<file path="src/rtl/flash_isp_pkg.sv">
// Constants, register map and carriers for the flash programming sequencer.
package flash_isp_pkg;

  // ---------------------------------------------------------------
  // Register offsets
  // ---------------------------------------------------------------
  localparam logic [7:0] OFS_CONTROL  = 8'h00;
  localparam logic [7:0] OFS_ADDRESS  = 8'h04;
  localparam logic [7:0] OFS_DATA     = 8'h08;
  localparam logic [7:0] OFS_COMMAND  = 8'h0c;
  localparam logic [7:0] OFS_TRIGGER  = 8'h10;
  localparam logic [7:0] OFS_DR_BASE  = 8'h14;
  localparam logic [7:0] OFS_TIMING   = 8'h18;
  localparam logic [7:0] OFS_UNLOCK   = 8'h1c;
  localparam logic [7:0] OFS_IRQ_STAT = 8'h20;
  localparam logic [7:0] OFS_IRQ_MASK = 8'h24;

  // ---------------------------------------------------------------
  // Field positions
  // ---------------------------------------------------------------
  localparam int CTL_PROG_EN  = 0;
  localparam int CTL_BOOT_SEL = 1;
  localparam int CTL_APP_UEN  = 3;
  localparam int CTL_CFG_UEN  = 4;
  localparam int CTL_LDR_UEN  = 5;
  localparam int CTL_FAIL     = 6;
  localparam int TIM_LOW_OPT  = 4;
  localparam int TIM_MID_OPT  = 6;
  localparam int IRQ_DONE     = 0;
  localparam int IRQ_FAIL     = 1;
  localparam int ADR_CFG_HI   = 21;
  localparam int ADR_CFG_LO   = 20;
  localparam int ADR_LDR_BIT  = 20;

  localparam logic [31:0] CTL_WMASK  = 32'h0000_003b;
  localparam logic [31:0] TIM_WMASK  = 32'h0000_0050;
  localparam logic [31:0] ERASE_WORD = 32'hffff_ffff;
  localparam logic [31:0] DR_FIXED   = 32'h0001_f000;
  localparam logic [31:0] UID_LAST   = 32'h0000_0008;
  localparam logic [31:0] ADDR_LIMIT = 32'h0010_0000;
  localparam logic [31:0] CFG_LIMIT  = 32'h0000_0008;
  localparam logic [31:0] ZERO_WORD  = 32'h0000_0000;
  localparam logic [31:0] CFG_SEL    = 32'h0030_0000;
  localparam logic [31:0] MAIN_LIMIT = 32'h0020_0000;

  // ---------------------------------------------------------------
  // Unlock keys and command codes
  // ---------------------------------------------------------------
  localparam logic [7:0] KEY1 = 8'h59;
  localparam logic [7:0] KEY2 = 8'h16;
  localparam logic [7:0] KEY3 = 8'h88;
  localparam logic [3:0] FN_READ  = 4'h0;
  localparam logic [3:0] FN_PROG  = 4'h1;
  localparam logic [3:0] FN_ERASE = 4'h2;
  localparam logic [3:0] FN_UID   = 4'h4;

  // ---------------------------------------------------------------
  // Timing
  // ---------------------------------------------------------------
  localparam int CLK_MHZ       = 200;
  localparam int ARRAY_OP_NS   = 40;
  localparam int ARRAY_OP_CYC  = (ARRAY_OP_NS * CLK_MHZ + 999) / 1000;

  typedef enum logic [1:0] {
    ST_IDLE = 2'b00,
    ST_RUN  = 2'b01,
    ST_DONE = 2'b10
  } seq_state_t;

  typedef struct packed {
    logic       op_en;
    logic       chip_en;
    logic [3:0] func;
  } isp_cmd_t;

  typedef struct packed {
    logic        req;
    logic        write;
    logic        erase;
    logic        uid;
    logic        cfg;
    logic [31:0] addr;
    logic [31:0] wdata;
  } array_req_t;
endpackage

</file>
<file path="src/rtl/flash_isp_sequencer.sv">
// Flash in-system programming sequencer with an APB register slave.
//
// The APB slave port is this design's own decision.
`timescale 1ns/1ps
module flash_isp_sequencer #(
  parameter int OP_CYCLES = flash_isp_pkg::ARRAY_OP_CYC
) (
  input  wire logic                      CLOCK,
  input  wire logic                      RST,
  input  wire logic                      PSEL,
  input  wire logic                      PENABLE,
  input  wire logic                      PWRITE,
  input  wire logic [7:0]                PADDR,
  input  wire logic [31:0]               PWDATA,
  output logic      [31:0]               PRDATA,
  output logic                           PREADY,
  output logic                           PSLVERR,
  input  wire logic [1:0]                BOOT_CONFIG_FIELD,
  input  wire logic                      DATA_REGION_FIXED_SIZE,
  input  wire logic [31:0]               CONFIG_WORD1,
  input  wire logic                      WARM_RESET,
  input  wire logic                      RUNNING_FROM_LOADER,
  input  wire logic [31:0]               ARRAY_RDATA,
  output flash_isp_pkg::array_req_t      ARRAY_REQ,
  output logic                           CPU_STALL,
  output logic                           IRQ
);
  import flash_isp_pkg::*;

  // ---------------------------------------------------------------
  // Registers
  // ---------------------------------------------------------------
  logic [31:0] control_r;
  logic [31:0] address_r;
  logic [31:0] data_r;
  isp_cmd_t    cmd_r;
  logic        trigger_r;
  logic [31:0] timing_r;
  logic [31:0] dr_base_r;
  logic [1:0]  unlock_r;
  logic        unlocked_r;
  logic [1:0]  irq_stat_r;
  logic [1:0]  irq_mask_r;
  logic [15:0] count_r;
  seq_state_t  state_r;
  logic        cfg_ok_r;
  logic [1:0]  boot_cfg_s1_r;
  logic [1:0]  boot_cfg_s2_r;
  logic        fixed_s1_r;
  logic        fixed_s2_r;
  logic        warm_s1_r;
  logic        warm_s2_r;
  logic        ldr_s1_r;
  logic        ldr_s2_r;

  logic        wr_acc;
  logic        go_req;
  logic        fail_now;
  logic        done_now;
  logic        tgt_cfg;
  logic        tgt_ldr;
  logic        is_write;
  logic        bad_addr;
  logic        bad_cmd;
  logic [31:0] rdata_nxt;

  assign wr_acc = PSEL && PENABLE && PWRITE && PREADY;

  // ---------------------------------------------------------------
  // Pin synchronisers
  // ---------------------------------------------------------------
  always_ff @(posedge CLOCK)
  begin
    boot_cfg_s1_r <= BOOT_CONFIG_FIELD;
    boot_cfg_s2_r <= boot_cfg_s1_r;
    fixed_s1_r    <= DATA_REGION_FIXED_SIZE;
    fixed_s2_r    <= fixed_s1_r;
    warm_s1_r     <= WARM_RESET;
    warm_s2_r     <= warm_s1_r;
    ldr_s1_r      <= RUNNING_FROM_LOADER;
    ldr_s2_r      <= ldr_s1_r;
  end

  // ---------------------------------------------------------------
  // Unlock sequence
  // ---------------------------------------------------------------
  // Any write that breaks the key order restarts the search.
  always_ff @(posedge CLOCK)
  begin
    if (RST)
    begin
      unlock_r   <= 2'h0;
      unlocked_r <= 1'b0;
    end
    else if (wr_acc && PADDR == OFS_UNLOCK)
    begin
      unlocked_r <= 1'b0;
      if (unlock_r == 2'h0 && PWDATA[7:0] == KEY1)
        unlock_r <= 2'h1;
      else if (unlock_r == 2'h1 && PWDATA[7:0] == KEY2)
        unlock_r <= 2'h2;
      else if (unlock_r == 2'h2 && PWDATA[7:0] == KEY3)
      begin
        unlock_r   <= 2'h0;
        unlocked_r <= 1'b1;
      end
      else
        unlock_r <= 2'h0;
    end
  end

  // ---------------------------------------------------------------
  // Trigger checks
  // ---------------------------------------------------------------
  assign is_write = cmd_r.op_en;
  assign tgt_cfg  = address_r[ADR_CFG_HI] && address_r[ADR_CFG_LO];
  assign tgt_ldr  = !address_r[ADR_CFG_HI] && address_r[ADR_LDR_BIT];
  assign bad_cmd  = cmd_r.chip_en
                    || !((cmd_r.func == FN_READ && !cmd_r.op_en)
                      || (cmd_r.func == FN_PROG && cmd_r.op_en)
                      || (cmd_r.func == FN_ERASE && cmd_r.op_en)
                      || (cmd_r.func == FN_UID && !cmd_r.op_en));
  assign bad_addr = (cmd_r.func == FN_UID)
                    ? (address_r > UID_LAST)
                    : (tgt_cfg ? ((address_r & ~CFG_SEL) > CFG_LIMIT)
                               : (address_r >= MAIN_LIMIT || address_r[ADR_CFG_HI]));
  assign go_req   = wr_acc && PADDR == OFS_TRIGGER && PWDATA[0] && state_r == ST_IDLE;
  assign fail_now = go_req && (!control_r[CTL_PROG_EN] || bad_cmd || bad_addr
                    || (is_write && tgt_cfg && !control_r[CTL_CFG_UEN])
                    || (is_write && tgt_ldr && ldr_s2_r && !control_r[CTL_LDR_UEN])
                    || (is_write && !tgt_cfg && !tgt_ldr && !ldr_s2_r
                        && !control_r[CTL_APP_UEN]));
  assign done_now = state_r == ST_DONE;

  // ---------------------------------------------------------------
  // Control register
  // ---------------------------------------------------------------
  always_ff @(posedge CLOCK)
  begin
    if (RST)
    begin
      control_r <= ZERO_WORD;
      // Boot select survives reset; the release below reloads it unless warm.
      control_r[CTL_BOOT_SEL] <= control_r[CTL_BOOT_SEL];
      cfg_ok_r  <= 1'b0;
    end
    else
    begin
      if (!cfg_ok_r)
      begin
        cfg_ok_r <= 1'b1;
        if (!warm_s2_r)
          control_r[CTL_BOOT_SEL] <= ~boot_cfg_s2_r[1];
      end
      else if (wr_acc && PADDR == OFS_CONTROL && unlocked_r)
        control_r <= (control_r & ~CTL_WMASK) | (PWDATA & CTL_WMASK);
      if (fail_now)
        control_r[CTL_FAIL] <= 1'b1;
      else if (wr_acc && PADDR == OFS_CONTROL && unlocked_r && PWDATA[CTL_FAIL])
        control_r[CTL_FAIL] <= 1'b0;
    end
  end

  // ---------------------------------------------------------------
  // Address, command and timing registers
  // ---------------------------------------------------------------
  always_ff @(posedge CLOCK)
  begin
    if (RST)
    begin
      address_r <= ZERO_WORD;
      cmd_r     <= '0;
      timing_r  <= ZERO_WORD;
    end
    else if (wr_acc && state_r == ST_IDLE)
    begin
      if (PADDR == OFS_ADDRESS)
        address_r <= PWDATA;
      if (PADDR == OFS_COMMAND)
        cmd_r <= PWDATA[5:0];
      if (PADDR == OFS_TIMING && unlocked_r)
        timing_r <= PWDATA & TIM_WMASK;
    end
  end

  // ---------------------------------------------------------------
  // Data register
  // ---------------------------------------------------------------
  always_ff @(posedge CLOCK)
  begin
    if (RST)
      data_r <= ZERO_WORD;
    else if (done_now && !cmd_r.op_en)
      data_r <= ARRAY_RDATA;
    else if (wr_acc && PADDR == OFS_DATA && state_r == ST_IDLE)
      data_r <= PWDATA;
  end

  // ---------------------------------------------------------------
  // Sequencer
  // ---------------------------------------------------------------
  // The CPU stall covers the whole run so that software cannot alter
  // the operands mid-operation.
  always_ff @(posedge CLOCK)
  begin
    if (RST)
    begin
      state_r   <= ST_IDLE;
      trigger_r <= 1'b0;
      count_r   <= 16'h0;
      ARRAY_REQ <= '0;
      CPU_STALL <= 1'b0;
    end
    else
    begin
      unique case (state_r)
        ST_IDLE:
        begin
          if (go_req && !fail_now)
          begin
            state_r         <= ST_RUN;
            trigger_r       <= 1'b1;
            CPU_STALL       <= 1'b1;
            count_r         <= 16'(OP_CYCLES);
            ARRAY_REQ.req   <= 1'b1;
            ARRAY_REQ.write <= cmd_r.op_en;
            ARRAY_REQ.erase <= cmd_r.func == FN_ERASE;
            ARRAY_REQ.uid   <= cmd_r.func == FN_UID;
            ARRAY_REQ.cfg   <= tgt_cfg;
            ARRAY_REQ.addr  <= address_r;
            ARRAY_REQ.wdata <= (cmd_r.func == FN_ERASE) ? ERASE_WORD : data_r;
          end
        end
        ST_RUN:
        begin
          ARRAY_REQ.req <= 1'b0;
          if (count_r <= 16'h1)
            state_r <= ST_DONE;
          else
            count_r <= count_r - 16'h1;
        end
        ST_DONE:
        begin
          state_r   <= ST_IDLE;
          trigger_r <= 1'b0;
          CPU_STALL <= 1'b0;
        end
        default:
          state_r <= ST_IDLE;
      endcase
    end
  end

  // ---------------------------------------------------------------
  // Data region base
  // ---------------------------------------------------------------
  always_ff @(posedge CLOCK)
  begin
    if (RST)
      dr_base_r <= DR_FIXED;
    else
      dr_base_r <= fixed_s2_r ? DR_FIXED : CONFIG_WORD1;
  end

  // ---------------------------------------------------------------
  // Interrupts
  // ---------------------------------------------------------------
  always_ff @(posedge CLOCK)
  begin
    if (RST)
    begin
      irq_stat_r <= 2'h0;
      irq_mask_r <= 2'h0;
      IRQ        <= 1'b0;
    end
    else
    begin
      for (int i = 0; i < 2; i++)
      begin
        if ((i == IRQ_DONE && done_now) || (i == IRQ_FAIL && fail_now))
          irq_stat_r[i] <= 1'b1;
        else if (wr_acc && PADDR == OFS_IRQ_STAT && PWDATA[i])
          irq_stat_r[i] <= 1'b0;
      end
      if (wr_acc && PADDR == OFS_IRQ_MASK)
        irq_mask_r <= PWDATA[1:0];
      IRQ <= |(irq_stat_r & irq_mask_r);
    end
  end

  // ---------------------------------------------------------------
  // APB slave
  // ---------------------------------------------------------------
  always_comb
  begin
    unique case (PADDR)
      OFS_CONTROL:  rdata_nxt = control_r;
      OFS_ADDRESS:  rdata_nxt = address_r;
      OFS_DATA:     rdata_nxt = data_r;
      OFS_COMMAND:  rdata_nxt = {26'h0, cmd_r};
      OFS_TRIGGER:  rdata_nxt = {31'h0, trigger_r};
      OFS_DR_BASE:  rdata_nxt = dr_base_r;
      OFS_TIMING:   rdata_nxt = timing_r;
      OFS_IRQ_STAT: rdata_nxt = {30'h0, irq_stat_r};
      OFS_IRQ_MASK: rdata_nxt = {30'h0, irq_mask_r};
      default:      rdata_nxt = ZERO_WORD;
    endcase
  end

  // No wait state: PREADY rises in the first access cycle.
  always_ff @(posedge CLOCK)
  begin
    if (RST)
    begin
      PREADY  <= 1'b0;
      PRDATA  <= ZERO_WORD;
      PSLVERR <= 1'b0;
    end
    else
    begin
      PREADY  <= PSEL && !PENABLE;
      PSLVERR <= PSEL && !PENABLE && (PADDR[1:0] != 2'h0 || PADDR > OFS_IRQ_MASK);
      if (PSEL && !PENABLE && !PWRITE)
        PRDATA <= rdata_nxt;
    end
  end

  // ---------------------------------------------------------------
  // Checks
  // ---------------------------------------------------------------
  property p_fail_blocks;
    @(posedge CLOCK) disable iff (RST)
    fail_now |=> control_r[CTL_FAIL] && !trigger_r;
  endproperty
  a_fail_blocks: assert property (p_fail_blocks) else $error("fail did not block");
  property p_trig_clears;
    @(posedge CLOCK) disable iff (RST)
    $rose(trigger_r) |-> ##[1:1000] $fell(trigger_r);
  endproperty
  a_trig_clears: assert property (p_trig_clears) else $error("trigger stuck");
  property p_stall_follows;
    @(posedge CLOCK) disable iff (RST)
    CPU_STALL == trigger_r;
  endproperty
  a_stall_follows: assert property (p_stall_follows) else $error("stall mismatch");
  property p_locked;
    @(posedge CLOCK) disable iff (RST)
    (!unlocked_r && cfg_ok_r && !fail_now) |=> $stable(control_r[5:0]);
  endproperty
  a_locked: assert property (p_locked) else $error("locked write took");
  property p_erase_ones;
    @(posedge CLOCK) disable iff (RST)
    $rose(ARRAY_REQ.req) && ARRAY_REQ.erase |-> ARRAY_REQ.wdata == ERASE_WORD;
  endproperty
  a_erase_ones: assert property (p_erase_ones) else $error("erase data wrong");
  property p_base;
    @(posedge CLOCK) disable iff (RST)
    fixed_s2_r |=> dr_base_r == DR_FIXED;
  endproperty
  a_base: assert property (p_base) else $error("base not fixed");
  property p_cfg_protect;
    @(posedge CLOCK) disable iff (RST)
    go_req && cmd_r.op_en && tgt_cfg && !control_r[CTL_CFG_UEN]
      |=> control_r[CTL_FAIL] && state_r == ST_IDLE;
  endproperty
  a_cfg_protect: assert property (p_cfg_protect) else $error("config write allowed");
  property p_fail_sticky;
    @(posedge CLOCK) disable iff (RST)
    control_r[CTL_FAIL] && !wr_acc |=> control_r[CTL_FAIL];
  endproperty
  a_fail_sticky: assert property (p_fail_sticky) else $error("fail lost");
endmodule

</file>
<file path="config.mk">
export PLATFORM = sky130hd
export DESIGN_NAME = flash_isp_sequencer
export DESIGN_NICKNAME = d
export VERILOG_FILES = /design/src/rtl/flash_isp_pkg.sv /design/src/rtl/flash_isp_sequencer.sv
export SDC_FILE = /design/constraint.sdc
export NUM_CORES = 1
export LEC_CHECK = 0
export BUFFER_PORTS_ARGS = -buffer_cell sky130_fd_sc_hd__buf_4
export CORE_ASPECT_RATIO = 0.9
export CORE_UTILIZATION = 59
export DETAILED_ROUTE_END_ITERATION = 8
export GPL_TIMING_DRIVEN = 1
export PLACE_DENSITY = 0.87
export RECOVER_POWER = 50
export SLEW_MARGIN = 20
export SYNTH_ARGS = -nofsm -noshare
export SYNTH_HDL_FRONTEND = slang
export SYNTH_SLANG_ARGS = --single-unit
</file>
<file path="constraint.sdc">
create_clock -name CLOCK -period 5.48 [get_ports CLOCK]
set_input_delay 1.37 -clock CLOCK [delete_from_list [all_inputs] [get_ports CLOCK]]
set_output_delay 1.37 -clock CLOCK [all_outputs]
set_load 0.005 [all_outputs]
</file>
==> results.ini <==
[worst_setup_path]
slowest_delay_ps = 1990
crit_family = buffers and inverters
cp_num_buf_inv = 2
cp-start-kind = input port
cp.required_ps = 5900
crit_chain = clkbuf_1 > clkbuf_2 > nor2_1 > o2111a_1
crit_path_end_kind = flop
critical_path_class = input port to flop
critPathArrivalTime_ps = 4900
crit_slowest_cell = clkbuf_1
path_max_fanout = 61

[grt]
grt_max_degree = 97
grt_pass1_wl_mm = 48.9
grt_pass1_vias = 9142
antenna_found_initial = 0
grt_overflow = 0
grt_usage_pct = 34.2

[logic_synthesis]
synth-xor-area-share_pct = 1.25
avgSynthCellArea_um2 = 9.04
yosys.area_share.adder_pct = 0.238
synth_top_family_by_area = simple AND/OR/NAND/NOR gates
muxShareOfSynthArea_pct = 10.5
async_flop_share_pct = 0
synth_top_flop_cell = dfxtp_1
ys_warn_count = 0
synth-seq-area-share_pct = 47.6
ys_seq_elements = 249
synth-simple-area-share_pct = 19.2
syn_inst = 1161
synth_nets = 1277
netlist_area_mm2 = 0.0105
synth_compound_area_share_pct = 16.1
synth-edff-count = 1
ys_types = 60

[drt]
drtPass1Iterations = 7
wl_per_cell_um = 19.9
antenna_left = 0
viasPerCell = 6.10
drtIter0Drc = 943
drc_errors = 0
drt-total-wl_mm = 31.3
vias = 9595

[timing]
clock_skew_ps = 27.1
min_period_ps = 4480
post-route-period-util_pct = 81.8
holdWs_ps = 325
tightest_slew_ps = 2880
rsz0062_at_grt = no
hold_violations = 0
slew_headroom_pct = -91.7
setup-tns-final_ps = 0
setup_viol = 0
max_clock_freq_mhz = 223
final_max_slew_viol_count = 62

[floorplan]
core-area_mm2 = 0.0171
start_util_pct = 61.3
die_h_um = 129
io_pins = 219
dieArea_mm2 = 0.0183
row_count = 45
die_w_um = 143

[status]
status = complete, but fails checks
violations = capacitance limit, slew limit

[cts]
clock_latency_ps = 540
clk_pin_slew_worst_paths_ps = 60
cts_resized = 0
cts_tree = done
ctsHtreeMaxLevel = 1
clock_sinks = 249
cts_root_buffer = clkbuf_16
cts_hold_buf = 0
cts_max_path_buffers = 3
post_cts_buffers = 0
cts_made_buffers = 24

[layout]
nNetsFinal = 1439
drive_gt1_share_pct = 19.7
layout_commonest_cell = dfxtp_1
syn2layout_area_growth_pct = 22.3
final_cell_mix = dfxtp_1 (248), nand2_1 (160), buf_4 (119)
diodes = 0
fill_cells = 1288
stdcell_count = 1572

[pwr]
intPower_uw = 2780
seq_power_share_pct = 51.0
p_clk_share_pct = 44.1
p_switching_uw = 808
combPwrFrac_pct = 4.9
pwr_density_cell_mw_per_mm2 = 280
ir_worst_vdd_uv = 214
p_leak_uw = 0.00483
p_sw_share_pct = 22.5

[placed_design]
gp_congestion = 0.897
port_buffers = 217
dp_cells = 1532
hpwl_mm = 21.0

[job]
maxCapViolCount = 1

[worst_hold_path]
hp-class = flop to flop

-- synthesized netlist by cell type, types with 4 or more instances --
cell type | instances | area, um^2
or3_1 | 8 | 50.1
nand2_1 | 160 | 601
o21ai_0 | 32 | 160
a21oi_1 | 79 | 395
inv_1 | 37 | 139
mux2i_1 | 109 | 1090
nand3_1 | 7 | 35.0
o41ai_1 | 34 | 298
and4_1 | 4 | 35.0
a211oi_1 | 34 | 255
nand3b_1 | 32 | 240
nor2b_1 | 5 | 31.3
o22ai_1 | 6 | 37.5
clkbuf_1 | 70 | 263
nor3_1 | 23 | 115
a22o_1 | 30 | 263
buf_2 | 15 | 75.1
xor2_1 | 14 | 123
dfxtp_1 | 248 | 4960
a22oi_1 | 5 | 37.5
nor4_1 | 12 | 75.1
and2_1 | 32 | 200
nand4_1 | 11 | 68.8
o2111ai_1 | 8 | 70.1
buf_1 | 8 | 30.0
nor2_1 | 72 | 270
and3_1 | 17 | 106
-- sequential cells by signal, summed over array words and instances, names as in the netlist, 2 cells and up --
signal      count
unlock_r        2
count_r        16
irq_stat_r      2
irq_mask_r      2
dr_base_r      32
state_r         2
address_r      32
control_r       6
data_r         32
cmd_r           5
PRDATA         32
ARRAY_REQ      69
timing_r        2
-- cells by family after synthesis --
family / Yosys count
and+or+nand+nor: 403
DFF: 249
AOI/OAI and AO/OA: 248
buffers and inverters: 134
muxes: 110
xor gates and xnor gates: 15
adders and majority gates: 2
-- power groups by stage --
| stage | logic (uW) | clock network (uW) | registers [uW] |
|---|---|---|---|
| finish | 177 | 1580 | 1830 |
| global route | 187 | 1660 | 1830 |
| global placement | 172 | 0 | 1870 |
| CTS | 175 | 1590 | 1830 |
| detailed placement | 173 | 0 | 1870 |
| floorplan | 76.0 | 0 | 1870 |
-- routing by layer --
layer | track usage [%] | share of wire [%] | up-vias
li1 | - | - | 4450
met1 | 45.2 | 41 | 4475
met2 | 53.1 | 44 | 572
met3 | 9.34 | 11 | 98
met4 | 13.3 | 3.5 | 0
met5 | 0 | 0 | -
-- through the flow --
| stage | area [um^2] | util (%) | power, uW | setup WS [ps] |
|---|---|---|---|---|
| floorplan | 10500 | - | 1940 | 2400 |
| global placement | 12200 | 71.0 | 2040 | 1320 |
| detailed placement | 12200 | 71.0 | 2040 | 1220 |
| CTS | 12900 | 75.4 | 3600 | 1760 |
| global route | 12800 | 75.0 | 3680 | 810 |
| finish | 12800 | 75.0 | 3590 | 997 |
-- path summary, 6_finish.rpt --
path | startpoint | endpoint | slack, ps | cells after the start
setup reg to reg | count_r[0] | count_r[0] | 2720 | 6
setup / recovery | RST | state_r[1] | 1000 | 4
hold reg to reg | boot_cfg_s1_r[1] | boot_cfg_s2_r[1] | 330 | 0
hold / removal | boot_cfg_s1_r[1] | boot_cfg_s2_r[1] | 330 | 0
-- final cells by class --
type	instances	area, um^2	area share (%)
Sequential cell	249	4990	38.9
Inverter	38	143	1.11
Clock inverter	7	63.8	0.497
Timing Repair Buffer	232	1670	13.0
Tap cell	235	294	2.29
Clock buffer	33	684	5.33
Multi-Input combinational cell	778	4980	38.8
(Power assumes the default switching activity.)
